**config.mk**
```make
export PLATFORM = sky130hd
export DESIGN_NAME = rpio_panel_io
export DESIGN_NICKNAME = d
export VERILOG_FILES = /design/src/hw/rpio_pkg.sv /design/src/hw/rpio_panel_io.sv /design/src/hw/rpio_cs_decoder.sv /design/src/hw/rpio_por_timer.sv
export VERILOG_INCLUDE_DIRS = /design/src /design/src/hw
export SDC_FILE = /design/constraint.sdc
export NUM_CORES = 1
export LEC_CHECK = 0
export ABC_AREA = 1
export ABC_CLOCK_PERIOD_IN_PS = 6100
export BUFFER_PORTS_ARGS = -buffer_cell sky130_fd_sc_hd__buf_2
export CORE_ASPECT_RATIO = 1.1
export CORE_MARGIN = 3
export CORE_UTILIZATION = 60
export CTS_CLUSTER_DIAMETER = 50
export DETAILED_ROUTE_END_ITERATION = 10
export GPL_TIMING_DRIVEN = 0
export PLACE_DENSITY = 0.9
export SLEW_MARGIN = 20
export SYNTH_ARGS = -nofsm -noshare
export SYNTH_HDL_FRONTEND = slang
export SYNTH_SLANG_ARGS = --single-unit
```
**constraint.sdc**
```tcl
create_clock -name clock -period 6.1 [get_ports clock]
set_input_delay 0.61 -clock clock [delete_from_list [all_inputs] [get_ports clock]]
set_output_delay 0.61 -clock clock [all_outputs]
set_load 0.05 [all_outputs]
```
**src/hw/rpio_defs.svh**
```systemverilog
// Constants of the remote panel I/O block: codes, field positions, timing.
// Assumes the 10 MHz system clock; included by bare name.
`ifndef RPIO_DEFS_SVH
`define RPIO_DEFS_SVH

// ----------------------------------------------------------------------
// Clock and timing figures
// ----------------------------------------------------------------------
`define RPIO_CLK_NS        100
`define RPIO_XTAL_KHZ      4608
`define RPIO_XTAL_PER_CYC  15
`define RPIO_ALE_HIGH_PCT  20
`define RPIO_STEP_NS       400
`define RPIO_LED_ON_US     300
`define RPIO_ADC_CONV_US   250
`define RPIO_POR_MS        250

// Derived cycle counts
`define RPIO_ALE_CYC   ((`RPIO_XTAL_PER_CYC * 1000000) / (`RPIO_XTAL_KHZ * `RPIO_CLK_NS))
`define RPIO_ALE_HIGH  ((`RPIO_ALE_CYC * `RPIO_ALE_HIGH_PCT) / 100)
`define RPIO_STEP_CYC  ((`RPIO_STEP_NS + `RPIO_CLK_NS - 1) / `RPIO_CLK_NS)
`define RPIO_LED_CYC   ((`RPIO_LED_ON_US * 1000) / `RPIO_CLK_NS)
`define RPIO_ADC_CYC   ((`RPIO_ADC_CONV_US * 1000 + `RPIO_CLK_NS - 1) / `RPIO_CLK_NS)
`define RPIO_POR_CYC   ((`RPIO_POR_MS * 1000000) / `RPIO_CLK_NS)

// ----------------------------------------------------------------------
// Device codes on A5..A2 and port layout
// ----------------------------------------------------------------------
`define RPIO_CODE_DISP_LAST 4'hB
`define RPIO_CODE_UART_TX   4'hC
`define RPIO_CODE_UART_RX   4'hD
`define RPIO_CODE_ADC       4'hE
`define RPIO_PORT2_RESET    8'hFF
`define RPIO_ROW_RESET      4'hF
`define RPIO_A6_BIT         6
`define RPIO_LED_GROUPS     4
`define RPIO_SW_COLS        8

`endif

```
**src/hw/rpio_pkg.sv**
```systemverilog
// Types shared by the remote panel I/O block.
// Assumes rpio_defs.svh holds the numeric constants.
package rpio_pkg;

    // ------------------------------------------------------------------
    // Request carried from the user side
    // ------------------------------------------------------------------
    typedef enum logic [1:0] {
        RPIO_OP_WRITE = 2'b00,
        RPIO_OP_READ  = 2'b01,
        RPIO_OP_CHAN  = 2'b10,
        RPIO_OP_SCAN  = 2'b11
    } rpio_op_t;

    typedef struct packed {
        rpio_op_t   op;
        logic [3:0] devCode;
        logic [1:0] char_position_code;
        logic [7:0] data;
    } rpio_req_t;

    // ------------------------------------------------------------------
    // Bus sequencer states
    // ------------------------------------------------------------------
    typedef enum logic [3:0] {
        RPIO_ST_IDLE      = 4'b0000,
        RPIO_ST_WR_DRIVE  = 4'b0001,
        RPIO_ST_WR_ADDR   = 4'b0010,
        RPIO_ST_WR_SEL    = 4'b0011,
        RPIO_ST_RD_ADDR   = 4'b0100,
        RPIO_ST_RD_SEL    = 4'b0101,
        RPIO_ST_CH_SETUP  = 4'b0110,
        RPIO_ST_CH_STROBE = 4'b0111,
        RPIO_ST_LED_DATA  = 4'b1000,
        RPIO_ST_LED_ON    = 4'b1001,
        RPIO_ST_SW_COL    = 4'b1010,
        RPIO_ST_FINISH    = 4'b1011
    } rpio_state_t;

endpackage

```
**src/hw/rpio_panel_io.sv**
```systemverilog
// Peripheral bus and panel I/O of the remote control unit controller.
// Assumes pin inputs are asynchronous and a user command port on clock.
//
// Notes on behaviour
// - Address-latch strobe always runs, 6 of 32 cycles high
// - Data port: tristate transfers, latched for panel
// - Port two: A0-A6 low bits, tape bit7
// - Port one: switch returns in, row selects out
// - Received character drives active-low interrupt
// - Framing error readable on a test input
// - Channel on A0-A3, latched by strobe rise
// - Complementary power-on resets for quarter second
// - A2-A5 decode sixteen selects, A6 enables
// - Write: data, address, A6 low, A6 high
// - Read: tristate, address, A6 low, sample, release
// - Codes select displays, UART and converter
// - A1-A0 pick display character position
// - One converter read returns and restarts
// - UART clock is strobe divided by two
// - UART frames: eight data, no parity, two stops
// - Display write clocks ASCII into position
// - LED sinks off during peripheral transfers
// - Ports reset high; row selects inverted
// - LED groups: data, row low, row high
// - Switch columns scanned after LEDs; diagnostic
`timescale 1ns/1ps
`include "rpio_defs.svh"
module rpio_panel_io
    import rpio_pkg::*;
#(
    parameter int POR_CYC = `RPIO_POR_CYC,
    parameter int LED_CYC = `RPIO_LED_CYC,
    parameter int ADC_CYC = `RPIO_ADC_CYC
) (
    input  wire logic        clock,
    input  wire logic        rst_b,
    input  wire logic        ce,
    input  wire logic        reqValid,
    input  wire rpio_req_t   req,
    output logic             reqReady,
    output logic      [7:0]  rdData,
    output logic             rdValid,
    input  wire logic [31:0] ledData,
    input  wire logic        diagMode,
    output logic             scanDone,
    output logic      [31:0] switchState,
    input  wire logic [7:0]  busIn,
    output logic      [7:0]  busOut,
    output logic             busOe,
    output logic             busLatchMode,
    output logic      [6:0]  addrOut,
    output logic             tapeOut,
    output logic      [15:0] chipSelN,
    output logic             channel_latch_strobe_n,
    input  wire logic [3:0]  switch_return_bits,
    output logic      [3:0]  led_row_select,
    output logic      [3:0]  ledSinkOn,
    input  wire logic        char_received,
    input  wire logic        framing_error_input,
    output logic             cpuIntN,
    output logic             frameErrFlag,
    output logic             aleStrobe,
    output logic             tx_bit_clock,
    output logic             power_on_reset_n,
    output logic             power_on_reset_pos
);

    localparam logic [5:0]  ALE_CYC  = 6'(`RPIO_ALE_CYC);
    localparam logic [5:0]  ALE_HIGH = 6'(`RPIO_ALE_HIGH);
    localparam logic [11:0] STEP     = 12'(`RPIO_STEP_CYC);

    // ------------------------------------------------------------------
    // Helpers
    // ------------------------------------------------------------------
    function automatic logic [7:0] colOneHot(input logic [2:0] col);
        colOneHot = 8'h01 << col;
    endfunction

    function automatic logic [7:0] ledByte(input logic [31:0] leds, input logic [2:0] grp);
        ledByte = leds[grp[1:0]*8 +: 8];
    endfunction

    // ------------------------------------------------------------------
    // Pin synchronisers
    // ------------------------------------------------------------------
    logic [13:0] syncA_ff;
    logic [13:0] syncB_ff;
    logic [7:0]  busSync;
    logic [3:0]  swSync;

    always_ff @(posedge clock or negedge rst_b) begin
        if (!rst_b) begin
            syncA_ff <= 14'h0000;
            syncB_ff <= 14'h0000;
        end else if (ce) begin
            syncA_ff <= {framing_error_input, char_received, switch_return_bits, busIn};
            syncB_ff <= syncA_ff;
        end
    end

    assign busSync      = syncB_ff[7:0];
    assign swSync       = syncB_ff[11:8];
    assign cpuIntN      = ~syncB_ff[12];
    assign frameErrFlag = syncB_ff[13];

    // ------------------------------------------------------------------
    // Address-latch strobe and UART bit clock
    // ------------------------------------------------------------------
    // The UART itself is strapped for 8N2 framing; only its clock is made here
    logic [5:0] aleCnt_ff;
    logic [5:0] nxt_aleCnt;
    logic       ale_ff;
    logic       nxt_ale;
    logic       uartClk_ff;
    logic       nxt_uartClk;

    always_comb begin
        nxt_aleCnt  = (aleCnt_ff == ALE_CYC - 6'h01) ? 6'h00 : aleCnt_ff + 6'h01;
        nxt_ale     = (nxt_aleCnt < ALE_HIGH);
        nxt_uartClk = uartClk_ff;
        if (nxt_aleCnt == 6'h00) begin
            nxt_uartClk = ~uartClk_ff;
        end
    end

    // Not held by the power-on reset: the strobe runs whenever powered
    // Count starts at the wrap so the first pulse is full width
    always_ff @(posedge clock or negedge rst_b) begin
        if (!rst_b) begin
            aleCnt_ff  <= ALE_CYC - 6'h01;
            ale_ff     <= 1'b0;
            uartClk_ff <= 1'b0;
        end else if (ce) begin
            aleCnt_ff  <= nxt_aleCnt;
            ale_ff     <= nxt_ale;
            uartClk_ff <= nxt_uartClk;
        end
    end

    assign aleStrobe    = ale_ff;
    assign tx_bit_clock = uartClk_ff;

    // ------------------------------------------------------------------
    // Power-on reset and chip-select decode
    // ------------------------------------------------------------------
    rpio_por_timer #(
        .POR_CYC (POR_CYC)
    ) u_por (
        .clock              (clock),
        .rst_b              (rst_b),
        .ce                 (ce),
        .power_on_reset_n   (power_on_reset_n),
        .power_on_reset_pos (power_on_reset_pos)
    );

    logic [7:0] port2_ff;

    rpio_cs_decoder u_dec (
        .devAddr  (port2_ff[5:2]),
        .enableN  (port2_ff[`RPIO_A6_BIT]),
        .chipSelN (chipSelN)
    );

    // ------------------------------------------------------------------
    // Bus sequencer
    // ------------------------------------------------------------------
    rpio_state_t state_ff;
    rpio_state_t nxt_state;
    logic [11:0] wait_ff;
    logic [11:0] nxt_wait;
    logic [11:0] gap_ff;
    logic [11:0] nxt_gap;
    logic [2:0]  idx_ff;
    logic [2:0]  nxt_idx;
    logic [7:0]  nxt_port2;
    logic [7:0]  busOut_ff;
    logic [7:0]  nxt_busOut;
    logic        busOe_ff;
    logic        nxt_busOe;
    logic        latch_ff;
    logic        nxt_latch;
    logic [3:0]  row_ff;
    logic [3:0]  nxt_row;
    logic        strobe_ff;
    logic        nxt_strobe;
    logic [7:0]  rdData_ff;
    logic [7:0]  nxt_rdData;
    logic        rdValid_ff;
    logic        nxt_rdValid;
    logic        scanDone_ff;
    logic        nxt_scanDone;
    logic [31:0] sw_ff;
    logic [31:0] nxt_sw;
    logic        stepDone;
    logic        adcBlocked;

    assign stepDone   = (wait_ff == 12'h000);
    // Converter has no end-of-conversion line, so early reads are held off
    assign adcBlocked = (req.op == RPIO_OP_READ) && (req.devCode == `RPIO_CODE_ADC)
                        && (gap_ff != 12'h000);
    assign reqReady   = ce && power_on_reset_n && (state_ff == RPIO_ST_IDLE) && !adcBlocked;

    always_comb begin
        nxt_state    = state_ff;
        nxt_wait     = stepDone ? 12'h000 : wait_ff - 12'h001;
        nxt_gap      = (gap_ff == 12'h000) ? 12'h000 : gap_ff - 12'h001;
        nxt_idx      = idx_ff;
        nxt_port2    = port2_ff;
        nxt_busOut   = busOut_ff;
        nxt_busOe    = busOe_ff;
        nxt_latch    = latch_ff;
        nxt_row      = row_ff;
        nxt_strobe   = strobe_ff;
        nxt_rdData   = rdData_ff;
        nxt_rdValid  = 1'b0;
        nxt_scanDone = 1'b0;
        nxt_sw       = sw_ff;
        unique case (state_ff)
            RPIO_ST_IDLE: begin
                if (reqValid && reqReady) begin
                    nxt_wait = STEP - 12'h001;
                    nxt_row  = `RPIO_ROW_RESET;
                    unique case (req.op)
                        RPIO_OP_WRITE: begin
                            nxt_busOut = req.data;
                            nxt_busOe  = 1'b1;
                            nxt_latch  = 1'b0;
                            nxt_state  = RPIO_ST_WR_DRIVE;
                        end
                        RPIO_OP_READ: begin
                            nxt_busOe = 1'b0;
                            nxt_latch = 1'b0;
                            nxt_port2[5:0] = {req.devCode, req.char_position_code};
                            if (req.devCode == `RPIO_CODE_ADC) begin
                                nxt_gap = 12'(ADC_CYC);
                            end
                            nxt_state = RPIO_ST_RD_ADDR;
                        end
                        RPIO_OP_CHAN: begin
                            nxt_port2[3:0] = req.data[3:0];
                            nxt_strobe     = 1'b1;
                            nxt_state      = RPIO_ST_CH_SETUP;
                        end
                        RPIO_OP_SCAN: begin
                            nxt_idx   = 3'h0;
                            nxt_busOe = 1'b1;
                            nxt_latch = 1'b1;
                            if (diagMode) begin
                                nxt_busOut = colOneHot(3'h0);
                                nxt_state  = RPIO_ST_SW_COL;
                            end else begin
                                nxt_busOut = ledByte(ledData, 3'h0);
                                nxt_state  = RPIO_ST_LED_DATA;
                            end
                        end
                    endcase
                end
            end
            RPIO_ST_WR_DRIVE: begin
                if (stepDone) begin
                    nxt_port2[5:0] = {req.devCode, req.char_position_code};
                    nxt_wait       = STEP - 12'h001;
                    nxt_state      = RPIO_ST_WR_ADDR;
                end
            end
            RPIO_ST_WR_ADDR: begin
                if (stepDone) begin
                    nxt_port2[`RPIO_A6_BIT] = 1'b0;
                    nxt_wait  = STEP - 12'h001;
                    nxt_state = RPIO_ST_WR_SEL;
                end
            end
            RPIO_ST_WR_SEL: begin
                if (stepDone) begin
                    nxt_port2[`RPIO_A6_BIT] = 1'b1;
                    nxt_wait  = STEP - 12'h001;
                    nxt_state = RPIO_ST_FINISH;
                end
            end
            RPIO_ST_RD_ADDR: begin
                if (stepDone) begin
                    nxt_port2[`RPIO_A6_BIT] = 1'b0;
                    nxt_wait  = STEP - 12'h001;
                    nxt_state = RPIO_ST_RD_SEL;
                end
            end
            RPIO_ST_RD_SEL: begin
                // Synchroniser lag of two cycles still lands inside the select
                if (stepDone) begin
                    nxt_rdData  = busSync;
                    nxt_rdValid = 1'b1;
                    nxt_port2[`RPIO_A6_BIT] = 1'b1;
                    nxt_wait  = STEP - 12'h001;
                    nxt_state = RPIO_ST_FINISH;
                end
            end
            RPIO_ST_CH_SETUP: begin
                if (stepDone) begin
                    nxt_strobe = 1'b0;
                    nxt_wait   = STEP - 12'h001;
                    nxt_state  = RPIO_ST_CH_STROBE;
                end
            end
            RPIO_ST_CH_STROBE: begin
                if (stepDone) begin
                    nxt_strobe = 1'b1;
                    nxt_wait   = STEP - 12'h001;
                    nxt_state  = RPIO_ST_FINISH;
                end
            end
            RPIO_ST_LED_DATA: begin
                if (stepDone) begin
                    nxt_row[idx_ff[1:0]] = 1'b0;
                    nxt_wait  = 12'(LED_CYC - 1);
                    nxt_state = RPIO_ST_LED_ON;
                end
            end
            RPIO_ST_LED_ON: begin
                if (stepDone) begin
                    nxt_row  = `RPIO_ROW_RESET;
                    nxt_wait = STEP - 12'h001;
                    if (idx_ff == 3'(`RPIO_LED_GROUPS - 1)) begin
                        nxt_idx    = 3'h0;
                        nxt_busOut = colOneHot(3'h0);
                        nxt_state  = RPIO_ST_SW_COL;
                    end else begin
                        nxt_idx    = idx_ff + 3'h1;
                        nxt_busOut = ledByte(ledData, idx_ff + 3'h1);
                        nxt_state  = RPIO_ST_LED_DATA;
                    end
                end
            end
            RPIO_ST_SW_COL: begin
                if (stepDone) begin
                    nxt_sw[idx_ff*4 +: 4] = swSync;
                    nxt_wait = STEP - 12'h001;
                    if (idx_ff == 3'(`RPIO_SW_COLS - 1)) begin
                        nxt_busOe    = 1'b0;
                        nxt_latch    = 1'b0;
                        nxt_scanDone = 1'b1;
                        nxt_state    = RPIO_ST_IDLE;
                    end else begin
                        nxt_idx    = idx_ff + 3'h1;
                        nxt_busOut = colOneHot(idx_ff + 3'h1);
                    end
                end
            end
            RPIO_ST_FINISH: begin
                // Data held until after A6 rises, then the bus is let go
                if (stepDone) begin
                    nxt_busOe = 1'b0;
                    nxt_state = RPIO_ST_IDLE;
                end
            end
            default: begin
                nxt_state = RPIO_ST_IDLE;
            end
        endcase
    end

    // Reset drives all ports to ones; during power-on hold reqReady is low,
    // so the idle sequencer keeps these values with no extra branch
    always_ff @(posedge clock or negedge rst_b) begin
        if (!rst_b) begin
            state_ff    <= RPIO_ST_IDLE;
            wait_ff     <= 12'h000;
            gap_ff      <= 12'h000;
            idx_ff      <= 3'h0;
            port2_ff    <= `RPIO_PORT2_RESET;
            busOut_ff   <= 8'hFF;
            busOe_ff    <= 1'b0;
            latch_ff    <= 1'b0;
            row_ff      <= `RPIO_ROW_RESET;
            strobe_ff   <= 1'b1;
            rdData_ff   <= 8'h00;
            rdValid_ff  <= 1'b0;
            scanDone_ff <= 1'b0;
            sw_ff       <= 32'h00000000;
        end else if (ce) begin
            state_ff    <= nxt_state;
            wait_ff     <= nxt_wait;
            gap_ff      <= nxt_gap;
            idx_ff      <= nxt_idx;
            port2_ff    <= nxt_port2;
            busOut_ff   <= nxt_busOut;
            busOe_ff    <= nxt_busOe;
            latch_ff    <= nxt_latch;
            row_ff      <= nxt_row;
            strobe_ff   <= nxt_strobe;
            rdData_ff   <= nxt_rdData;
            rdValid_ff  <= nxt_rdValid;
            scanDone_ff <= nxt_scanDone;
            sw_ff       <= nxt_sw;
        end
    end

    // ------------------------------------------------------------------
    // Pin outputs
    // ------------------------------------------------------------------
    assign busOut                 = busOut_ff;
    assign busOe                  = busOe_ff;
    assign busLatchMode           = latch_ff;
    assign addrOut                = port2_ff[6:0];
    assign tapeOut                = port2_ff[7];
    assign led_row_select         = row_ff;
    assign ledSinkOn              = ~row_ff;
    assign channel_latch_strobe_n = strobe_ff;
    assign rdData                 = rdData_ff;
    assign rdValid                = rdValid_ff;
    assign scanDone               = scanDone_ff;
    assign switchState            = sw_ff;

endmodule

```
**src/hw/rpio_cs_decoder.sv**
```systemverilog
// Decoder of A5..A2 into sixteen active-low chip selects, gated by A6.
// Assumes the address and enable come from registers of the same clock.
`timescale 1ns/1ps
module rpio_cs_decoder
    import rpio_pkg::*;
(
    input  wire logic [3:0]  devAddr,
    input  wire logic        enableN,
    output logic      [15:0] chipSelN
);

    // ------------------------------------------------------------------
    // One-of-sixteen decode
    // ------------------------------------------------------------------
    // Enable high forces every select off, so address changes made
    // while A6 is high can never glitch a select
    always_comb begin
        if (enableN) begin
            chipSelN = 16'hFFFF;
        end else begin
            chipSelN = ~(16'h0001 << devAddr);
        end
    end

endmodule

```
**src/hw/rpio_por_timer.sv**
```systemverilog
// Power-on reset stretcher giving complementary reset levels.
// Assumes rst_b falls whenever power is applied or lost.
`timescale 1ns/1ps
`include "rpio_defs.svh"
module rpio_por_timer
    import rpio_pkg::*;
#(
    parameter int POR_CYC = `RPIO_POR_CYC
) (
    input  wire logic clock,
    input  wire logic rst_b,
    input  wire logic ce,
    output logic      power_on_reset_n,
    output logic      power_on_reset_pos
);

    logic [21:0] cnt_ff;
    logic [21:0] nxt_cnt;
    logic        active_ff;
    logic        nxt_active;

    // ------------------------------------------------------------------
    // Hold-off counter
    // ------------------------------------------------------------------
    always_comb begin
        nxt_cnt    = cnt_ff;
        nxt_active = active_ff;
        if (active_ff) begin
            if (cnt_ff == 22'(POR_CYC - 1)) begin
                nxt_active = 1'b0;
            end else begin
                nxt_cnt = cnt_ff + 22'h000001;
            end
        end
    end

    always_ff @(posedge clock or negedge rst_b) begin
        if (!rst_b) begin
            cnt_ff    <= 22'h000000;
            active_ff <= 1'b1;
        end else if (ce) begin
            cnt_ff    <= nxt_cnt;
            active_ff <= nxt_active;
        end
    end

    // Both polarities from the one flag so they never disagree
    assign power_on_reset_pos = active_ff;
    assign power_on_reset_n   = ~active_ff;

endmodule

```
==> results.cfg, run 1 <==
[pwr]
swShare_pct = 45.8
power.internal_w = 0.00246
seqPwrFrac_pct = 32.7
p_per_area_mw_per_mm2 = 435
p_sw_w = 0.00208
power.leakage_nw = 5.36
clkPwrFrac_pct = 23.0
peakVddDrop_mv = 0.354
comb_power_share_pct = 44.2

[place]
dp.cells = 1522
port_buffers = 157
dpl_cell_area_mm2 = 0.00988
place_hpwl_um = 17500
pre_cts_ws_ps = 2930
gp_congestion = 0.949

[detailed_routing]
drt-total-wl_um = 24400
vias_per_cell = 5.64
vias = 8761
first_pass_iters = 5
post_drt_wl_per_cell_um = 15.7
postRouteAntennaNets = 0
drtIter0Drc = 729
drc = 0

[job]
drv_cap = 0

[setup_path]
crit_path_start_kind = flop
path_class = reg -> reg
critPathArrivalTime_ps = 3580
required_ps = 6400
cp_max_fo = 12
endpoint_kind = flop
reg2reg_slack_ps = 2820

[synth]
syn_area_mm2 = 0.00882
synth_ff_type = dfrtp_1
syn_inst = 1176
synth_cell_types = 48
synth_top_area_share_pct = 36.3
synth-edff-count = 0
ys_ff_latch = 154
synth_seq_area_share_pct = 44.1
synth_area_per_cell_um2 = 7.50
synthArstFlopShare_pct = 100
ys_top_cells_by_area = dfrtp_1 (36%), nand2_1 (16%), dfstp_2 (7.7%), o21ai_0 (6.4%), inv_1 (5.7%)
yosysWarningCount = 0
syn_nets = 1265
synth.largest_area_cell = dfrtp_1

[clocking]
clkTransAtPathRegs_ps = 60
htreeDepth = 4
postCtsHoldBufs = 0
cts_setup_buffers = 0
ctsResizeCount = 0
cts_buffers = 17
tritoncts = yes
clock-sinks = 154
root_buffer = clkbuf_16
cts.path.max_buffers = 2
insertion_delay_ps = 430

[sta]
clock.fmax_ghz = 0.305
finalSetupViolCount = 0
slew_headroom_pct = 55.7
tns_ps = 0
worstMarginPinSlew_ps = 665
rsz0062_at_grt = no
finalCritPeriodShare_pct = 53.7
post-route-worst-setup-slack_ps = 2820
fin_worst_skew_ps = 8.61
finalHoldViolCount = 0
drv_slew = 0
final.min_clock_period_ps = 3280

[finish]
final_common_cell = nand2_1
antenna_cells = 0
drive_gt1_share_pct = 19.3
final_core_util_pct = 74.3
design_area_mm2 = 0.0105
layout_common_cells = nand2_1 (368), buf_2 (162), inv_1 (133), dfrtp_1 (128), o21ai_0 (112)
finalNonFillerCells = 1554
fin_nets = 1442
syn2layout_area_growth_pct = 18.6

[floorplan]
initial_core_util_pct = 62.7
rows = 45
fp.dieW_um = 122
ioPinCount = 159
coreArea_mm2 = 0.0141
die_area_mm2 = 0.0162
die_y_um = 133

[global_routing]
grt_use_met3_pct = 7.22
grt_overflow = 0
grt_use_total_pct = 30.5
use_met1_pct = 39.1
antenna_found_initial = 0
grt_max_degree = 94
gr-max-usage-layer = met2
grt_pass1_wl_um = 39800
use_met2_pct = 50.0
grt_pass1_vias = 8173

[hold_path]
hp-class = in -> async

[status]
status = finished clean
## layout make-up
cell class | instances | area (µm²)
Multi-Input combinational cell | 844 | 4200
Sequential cell | 154 | 3890
Fill cell | 1038 | 3610
Timing Repair Buffer | 158 | 823
Inverter | 140 | 533
Clock buffer | 22 | 464
Tap cell | 188 | 235
Buffer | 38 | 199
Clock inverter | 10 | 119
## synthesized netlist by cell type, types with 6 or more instances
cell,number
dfrtp_1,128
a21oi_1,35
nand2_1,368
dfstp_2,26
nand2_2,6
xor2_1,25
nor2_1,80
nor2_2,6
buf_2,6
nand4_1,31
nand3b_1,6
xnor2_1,6
nor2_4,6
clkbuf_1,22
ha_1,22
o22ai_1,11
o21ai_0,112
nor3_1,33
nand3_1,61
inv_1,133
## power by group through the flow
| stage | clock network [W] | logic [W] | registers, W |
|---|---|---|---|
| after floorplan | 0 | 0.00124 | 0.00173 |
| after global placement | 0 | 0.00190 | 0.00149 |
| after detailed placement | 0 | 0.00195 | 0.00149 |
| after CTS | 0.00105 | 0.00198 | 0.00148 |
| after global routing | 0.00109 | 0.00220 | 0.00151 |
| final | 0.00105 | 0.00201 | 0.00149 |
## cell families after synthesis
group	synth area share, %
AOI/OAI and AO/OA	10.5
xor gates and xnor gates	3.08
adders and majority gates	3.12
buffers and inverters	8.30
DFF	44.1
muxes	0.128
other	0.0425
and+or+nand+nor	30.8
## worst max-delay path, stage by stage, from the launching register on
cell      delay (ps)
dfrtp_1          540
inv_1            160
clkbuf_1         340
ha_1             400
ha_1             260
nor2_1           270
inv_1            170
or2_2            340
nor2_1           130
nand3_1          260
nor2_1           200
a21oi_1           60
## path summary, 6_finish.rpt
kind,cells after the start,end,startpoint
setup reg to reg,11,switchState[27],idx_ff[0]
setup / recovery,11,switchState[27],idx_ff[0]
min in group clock,3,syncA_ff[4],busIn[4]
hold reg to reg,2,channel_latch_strobe_n,channel_latch_strobe_n
max in group asynchronous,2,u_por.power_on_reset_pos,rst_b
hold / removal,1,switchState[22],rst_b
## through the flow
stage	hold WS [ps]	total power, W
floorplan	314	0.00297
global placement	449	0.00339
detailed placement	455	0.00345
CTS	116	0.00451
global route	133	0.00481
finish	94.9	0.00455
## routing by layer
metal | vias up | wire (µm)
met3 | 77 | 2080
li1 | 4138 | -
met2 | 482 | 11700
met4 | 0 | 758
met5 | - | 0
met1 | 4064 | 9840
## registers in the layout, summed over array words and instances, names as in the netlist, 8 cells and up
signal,flops
busOut,8
gap_ff,12
rdData,8
switchState,32
syncA_ff,14
syncB_ff,14
u_por.cnt_ff,22
wait_ff,12
Note: power is estimated with default switching activity, not from simulation.
==> inputs of run 2 (changes only) <==
--- a/config.mk
+++ b/config.mk
@@ -6,16 +6,16 @@
 export SDC_FILE = /design/constraint.sdc
 export NUM_CORES = 1
 export LEC_CHECK = 0
-export ABC_AREA = 1
-export ABC_CLOCK_PERIOD_IN_PS = 6100
+export ABC_AREA = 0
+export ABC_CLOCK_PERIOD_IN_PS = 2900
 export BUFFER_PORTS_ARGS = -buffer_cell sky130_fd_sc_hd__buf_2
 export CORE_ASPECT_RATIO = 1.1
 export CORE_MARGIN = 3
-export CORE_UTILIZATION = 60
+export CORE_UTILIZATION = 51
 export CTS_CLUSTER_DIAMETER = 50
 export DETAILED_ROUTE_END_ITERATION = 10
 export GPL_TIMING_DRIVEN = 0
-export PLACE_DENSITY = 0.9
+export PLACE_DENSITY = 0.82
 export SLEW_MARGIN = 20
 export SYNTH_ARGS = -nofsm -noshare
 export SYNTH_HDL_FRONTEND = slang
==> constraint.sdc (replaced) <==
create_clock -name clock -period 2.9 [get_ports clock]
set_input_delay 0.29 -clock clock [delete_from_list [all_inputs] [get_ports clock]]
set_output_delay 0.29 -clock clock [all_outputs]
set_load 0.05 [all_outputs]
==> results.cfg, run 2 <==
[floorplan]
rows = 48
initial_core_util_pct = 52.2
fp.dieW_um = 127
die_area_mm2 = 0.0177
coreArea_mm2 = 0.0158
ioPinCount = 159
die_y_um = 139

[sta]
slew_headroom_pct = 36.5
clock.fmax_ghz = 0.345
drv_slew = 0
rsz0062_at_grt = yes
finalSetupViolCount = 1
finalHoldViolCount = 0
finalCritPeriodShare_pct = 100
fin_worst_skew_ps = 6.62
post-route-worst-setup-slack_ps = -0.154
worstMarginPinSlew_ps = 945
final.min_clock_period_ps = 2900

[setup_path]
cp_max_fo = 4
crit_chain = inv_2 -> ha_4 -> or4b_4 -> nor4_4 -> buf_4 -> nor3_4 -> nor4_4 -> buf_6
crit_path_start_kind = flop
cp_slowest_cell = or4b_4
worst-path-buf-inv = 3
crit_top_cell = nor4_4
cp_top_family = simple AND/OR/NAND/NOR gates
endpoint_kind = output port
required_ps = 2610
max_stage_delay_ps = 490
path_class = reg -> out
critPathArrivalTime_ps = 2610

[detailed_routing]
vias = 6940
vias_per_cell = 5.91
drc = 0
drt-total-wl_um = 21200
wl_met3_um = 1560
highest_layer = met4
postRouteAntennaNets = 0
drtIter0Drc = 498
wl_met1_um = 8440
post_drt_wl_per_cell_um = 18.1
first_pass_iters = 5
met2_length_um = 10500

[hold_path]
hp-class = in -> reg

[finish]
largest_reg_flops = 32
multi_input_area_mm2 = 0.00422
final_core_util_pct = 65.0
final_common_cell = buf_2
fin_nets = 1051
layout_common_cells = buf_2 (156), dfrtp_1 (127), mux2_2 (73), nand2_1 (72), a21oi_1 (31)
drive_gt1_share_pct = 38.1
syn2layout_area_growth_pct = 24.4
seqCellArea_mm2 = 0.00389
nFillCells = 1190
design_area_mm2 = 0.0103

[global_routing]
grt_use_total_pct = 23.5
grt_overflow = 0
grt_pass1_wl_um = 33700
grt_max_degree = 87
antenna_found_initial = 1
grt_pass1_vias = 6778

[synth]
ys_top_cells_by_area = dfrtp_1 (39%), mux2_2 (10%), dfstp_2 (8.3%), ha_1 (3.3%), nand2_1 (3.3%)
ys_top_cells_by_count = dfrtp_1 (128), mux2_2 (73), nand2_1 (72)
synth_ff_type = dfrtp_1
ys_ff_latch = 154
yosysWarningCount = 0
syn_nets = 850
synth_seq_area_share_pct = 47.1
synthArstFlopShare_pct = 100
synth_area_per_cell_um2 = 10.8
synth_cell_types = 77
synth.largest_area_cell = dfrtp_1
syn_inst = 761
syn_area_mm2 = 0.00825
synth-edff-count = 0
synth_most_common_cell = dfrtp_1
synth_top_area_share_pct = 38.8

[pwr]
seqPwrFrac_pct = 45.5
p_per_area_mw_per_mm2 = 595
p_sw_w = 0.00181
clkPwrFrac_pct = 35.2
swShare_pct = 29.5
power.internal_w = 0.00431
peakVddDrop_mv = 0.546
power.leakage_nw = 4.92
comb_power_share_pct = 19.2

[clocking]
cts.path.max_buffers = 2
cts_buffers = 17
clkTransAtPathRegs_ps = 60
htreeDepth = 4
insertion_delay_ps = 420
clock-sinks = 154
tritoncts = yes
root_buffer = clkbuf_16

[status]
status = complete, but fails checks
violations = setup timing

[place]
port_buffers = 157
place_hpwl_um = 14800
gp_congestion = 0.920
dpl_cell_area_mm2 = 0.00934

[job]
drv_cap = 0
==> run 2: cell type report <==
| cell class | instances | share of cell area (%) |
|---|---|---|
| Antenna cell | 1 | 0.0244 |
| Buffer | 33 | 1.72 |
| Clock buffer | 23 | 4.56 |
| Clock inverter | 7 | 0.926 |
| Inverter | 32 | 1.17 |
| Multi-Input combinational cell | 541 | 41.1 |
| Sequential cell | 154 | 37.9 |
| Tap cell | 200 | 2.44 |
| Timing Repair Buffer | 183 | 10.2 |
==> run 2: logic make-up (layout without fill, tap and decap cells) <==
| group | count (synthesis) | count (layout) | synth area share [%] |
|---|---|---|---|
| xor gates and xnor gates | 26 | 26 | 2.76 |
| muxes | 101 | 101 | 15.1 |
| and+or+nand+nor | 253 | 253 | 16.8 |
| AOI/OAI and AO/OA | 138 | 138 | 11.5 |
| DFF | 154 | 154 | 47.1 |
| adders and majority gates | 22 | 22 | 3.34 |
| other | 1 | 2 | 0.0454 |
| buffers and inverters | 66 | 278 | 3.32 |
==> run 2: stage by stage <==
step / setup slack [ps] / total power (W) / TNS [ps] / hold WS, ps / std cells
3_5_place_dp: -807 / 0.00383 / -21820 / 342 / 1119
6_report: -0.154 / 0.00611 / -0.154 / 96.8 / 1174
2_1_floorplan: -110 / 0.00347 / -188 / -5.59 / 761
3_3_place_gp: -726 / 0.00376 / -108950 / 454 / 1118
4_1_cts: 4.38 / 0.00600 / 0 / 83.3 / 1152
5_1_grt: -101 / 0.00641 / -123 / 90.8 / 1174
==> run 2: path summary, 6_finish.rpt <==
path	cells past startpoint	startpoint	slack [ps]	to
max in group asynchronous	3	rst_b	1630	aleCnt_ff[0]
min in group asynchronous	2	rst_b	480	switchState[5]
hold reg to reg	1	tx_bit_clock	460	tx_bit_clock
hold / removal	2	busIn[6]	100	syncA_ff[6]
setup reg to reg	9	wait_ff[1]	80	busOut[4]
setup / recovery	8	gap_ff[0]	-0.2	reqReady
==> run 2: worst reg2reg max path: stages, from the launching register on <==
cell and delay (ps):
dfrtp_1 400, inv_2 70, ha_2 190, or3b_1 340
buf_4 170, or4_4 530, buf_12 170, a211oi_4 290
nand3_4 230, mux2_4 350
==> run 2: what timing repair did <==
item / CTS / global route
endpoints found under the hold margin: 62 / 0
endpoints found under the setup margin: 52 / 60
gates resized for setup: 19 / 21
pin swaps: 4 / 8
buffers inserted: 3 / 21
hold buffers: 1 / 0
==> run 2: power by group through the flow <==
| stage | sequential (W) | clock (W) | combinational [W] |
|---|---|---|---|
| CTS | 0.00277 | 0.00218 | 0.00105 |
| global placement | 0.00278 | 0 | 0.000976 |
| floorplan | 0.00278 | 0 | 0.000697 |
| finish | 0.00278 | 0.00215 | 0.00118 |
| detailed placement | 0.00280 | 0 | 0.00103 |
| global route | 0.00283 | 0.00228 | 0.00130 |
==> run 2: layer usage <==
layer / vias to the layer above / GRT usage [%]
met5: - / 0
met2: 318 / 39.2
met1: 3362 / 29.3
met3: 54 / 4.91
li1: 3206 / -
met4: 0 / 10.8
==> inputs of run 3 (changes only) <==
--- a/config.mk
+++ b/config.mk
@@ -15,7 +15,7 @@
 export CTS_CLUSTER_DIAMETER = 50
 export DETAILED_ROUTE_END_ITERATION = 10
 export GPL_TIMING_DRIVEN = 0
-export PLACE_DENSITY = 0.82
+export PLACE_DENSITY = 0.74
 export SLEW_MARGIN = 20
 export SYNTH_ARGS = -nofsm -noshare
 export SYNTH_HDL_FRONTEND = slang
==> results.cfg, run 3 (synthesis results as in run 2) <==
[sta]
finalHoldViolCount = 0
finalSetupViolCount = 1
rsz0062_at_grt = yes
finalCritPeriodShare_pct = 100
fin_worst_skew_ps = 8.80
slew_headroom_pct = 31.3
final.min_clock_period_ps = 2900
drv_slew = 0
worstMarginPinSlew_ps = 1020
post-route-worst-setup-slack_ps = -4.80
clock.fmax_ghz = 0.344

[job]
drv_cap = 0

[pwr]
p_per_area_mw_per_mm2 = 588
swShare_pct = 30.9
comb_power_share_pct = 18.6
power.leakage_nw = 4.85
seqPwrFrac_pct = 46.4
power.internal_w = 0.00413
p_sw_w = 0.00185
peakVddDrop_mv = 0.374
clkPwrFrac_pct = 35.0

[clocking]
cts_buffers = 17
clkTransAtPathRegs_ps = 60
insertion_delay_ps = 420
tritoncts = yes
root_buffer = clkbuf_16
cts.path.max_buffers = 2
htreeDepth = 4
clock-sinks = 154

[status]
status = complete, but fails checks
violations = setup timing

[detailed_routing]
drt-total-wl_um = 20600
postRouteAntennaNets = 0
vias = 6777
vias_per_cell = 5.80
post_drt_wl_per_cell_um = 17.6
drtIter0Drc = 403
drc = 0
first_pass_iters = 5

[setup_path]
reg2reg_depth = 8
path_class = reg -> out
cp_max_fo = 4
endpoint_kind = output port
required_ps = 2610
critPathArrivalTime_ps = 2610
crit_path_start_kind = flop

[finish]
largest_reg_flops = 32
design_area_mm2 = 0.0102
antenna_cells = 0
final_common_cell = buf_2
layout_common_cells = buf_2 (156), dfrtp_1 (127), mux2_2 (73), nand2_1 (72), a21oi_1 (31)
drive_gt1_share_pct = 37.8
fin_nets = 1045
syn2layout_area_growth_pct = 23.2

[hold_path]
hp-class = in -> reg
hold_path_depth = 2

[floorplan]
die_y_um = 139
die_area_mm2 = 0.0177
ioPinCount = 159
fp.dieW_um = 127
coreArea_mm2 = 0.0158
initial_core_util_pct = 52.2
rows = 48

[global_routing]
grt_pass1_wl_um = 33300
grt_max_degree = 86
grt_overflow = 0
grt_use_total_pct = 23.2
grt_pass1_vias = 6577
antenna_found_initial = 0

[place]
pre_cts_ws_ps = -766
port_buffers = 157
dpl_cell_area_mm2 = 0.00934
place_hpwl_um = 14700
gp_congestion = 0.918
## run 3: worst max-delay path, stage by stage (launching register included)
cell and delay (ps):
dfrtp_1 410, inv_2 110, ha_4 130, or4b_4 470, nor4_4 290, buf_4 170, nor3_4 50, nor4_4 360
buf_6 210
## run 3: final timing paths
check	to	slack (ps)	from
setup reg to reg	idx_ff[2]	70	wait_ff[0]
hold / removal	syncA_ff[5]	100	busIn[5]
max in group asynchronous	aleCnt_ff[1]	1690	rst_b
setup / recovery	reqReady	-5	gap_ff[1]
hold reg to reg	switchState[15]	470	switchState[15]
min in group asynchronous	idx_ff[2]	440	rst_b
## run 3: cell type report
| type | instances | area [µm²] |
|---|---|---|
| buffer | 32 | 156 |
| clock buffer | 20 | 457 |
| clock inverter | 12 | 105 |
| fill | 1269 | 5630 |
| inverter | 32 | 120 |
| multi-input combinational | 542 | 4200 |
| sequential | 154 | 3890 |
| tap | 200 | 250 |
| timing repair buffer | 177 | 987 |
## run 3: stage by stage
stage,instances,utilization (%),hold slack (ps),total power (W),TNS (ps)
6_report,1169,64.3,98.2,0.00597,-4.80
5_1_grt,1169,64.3,90.1,0.00628,-98.3
4_1_cts,1154,63.3,79.7,0.00594,0
3_5_place_dp,1119,59.1,300,0.00381,-20090
3_3_place_gp,1118,58.9,455,0.00377,-112140
2_1_floorplan,761,-,-5.59,0.00347,-188
## run 3: per-layer routing
layer / global-route usage [%] / up-vias / wire [µm]
li1: - / 3177 / -
met1: 29.9 / 3266 / 8480
met2: 38.7 / 300 / 10100
met3: 5.14 / 34 / 1520
met4: 7.91 / 0 / 487
met5: 0 / - / 0
## run 3: repair_timing
action	CTS	global route
setup buffers	3	15
endpoints found under the hold margin	51	0
resized for setup	16	14
gates cloned	0	1
hold buffers	1	0
setup endpoints to repair	54	44
pin swaps	5	9
## run 3: power groups by stage
stage	combinational [W]	clock, W	sequential [W]
floorplan	0.000697	0	0.00278
global placement	0.000981	0	0.00279
detailed placement	0.00101	0	0.00279
CTS	0.00104	0.00214	0.00276
global route	0.00123	0.00223	0.00282
finish	0.00111	0.00209	0.00277
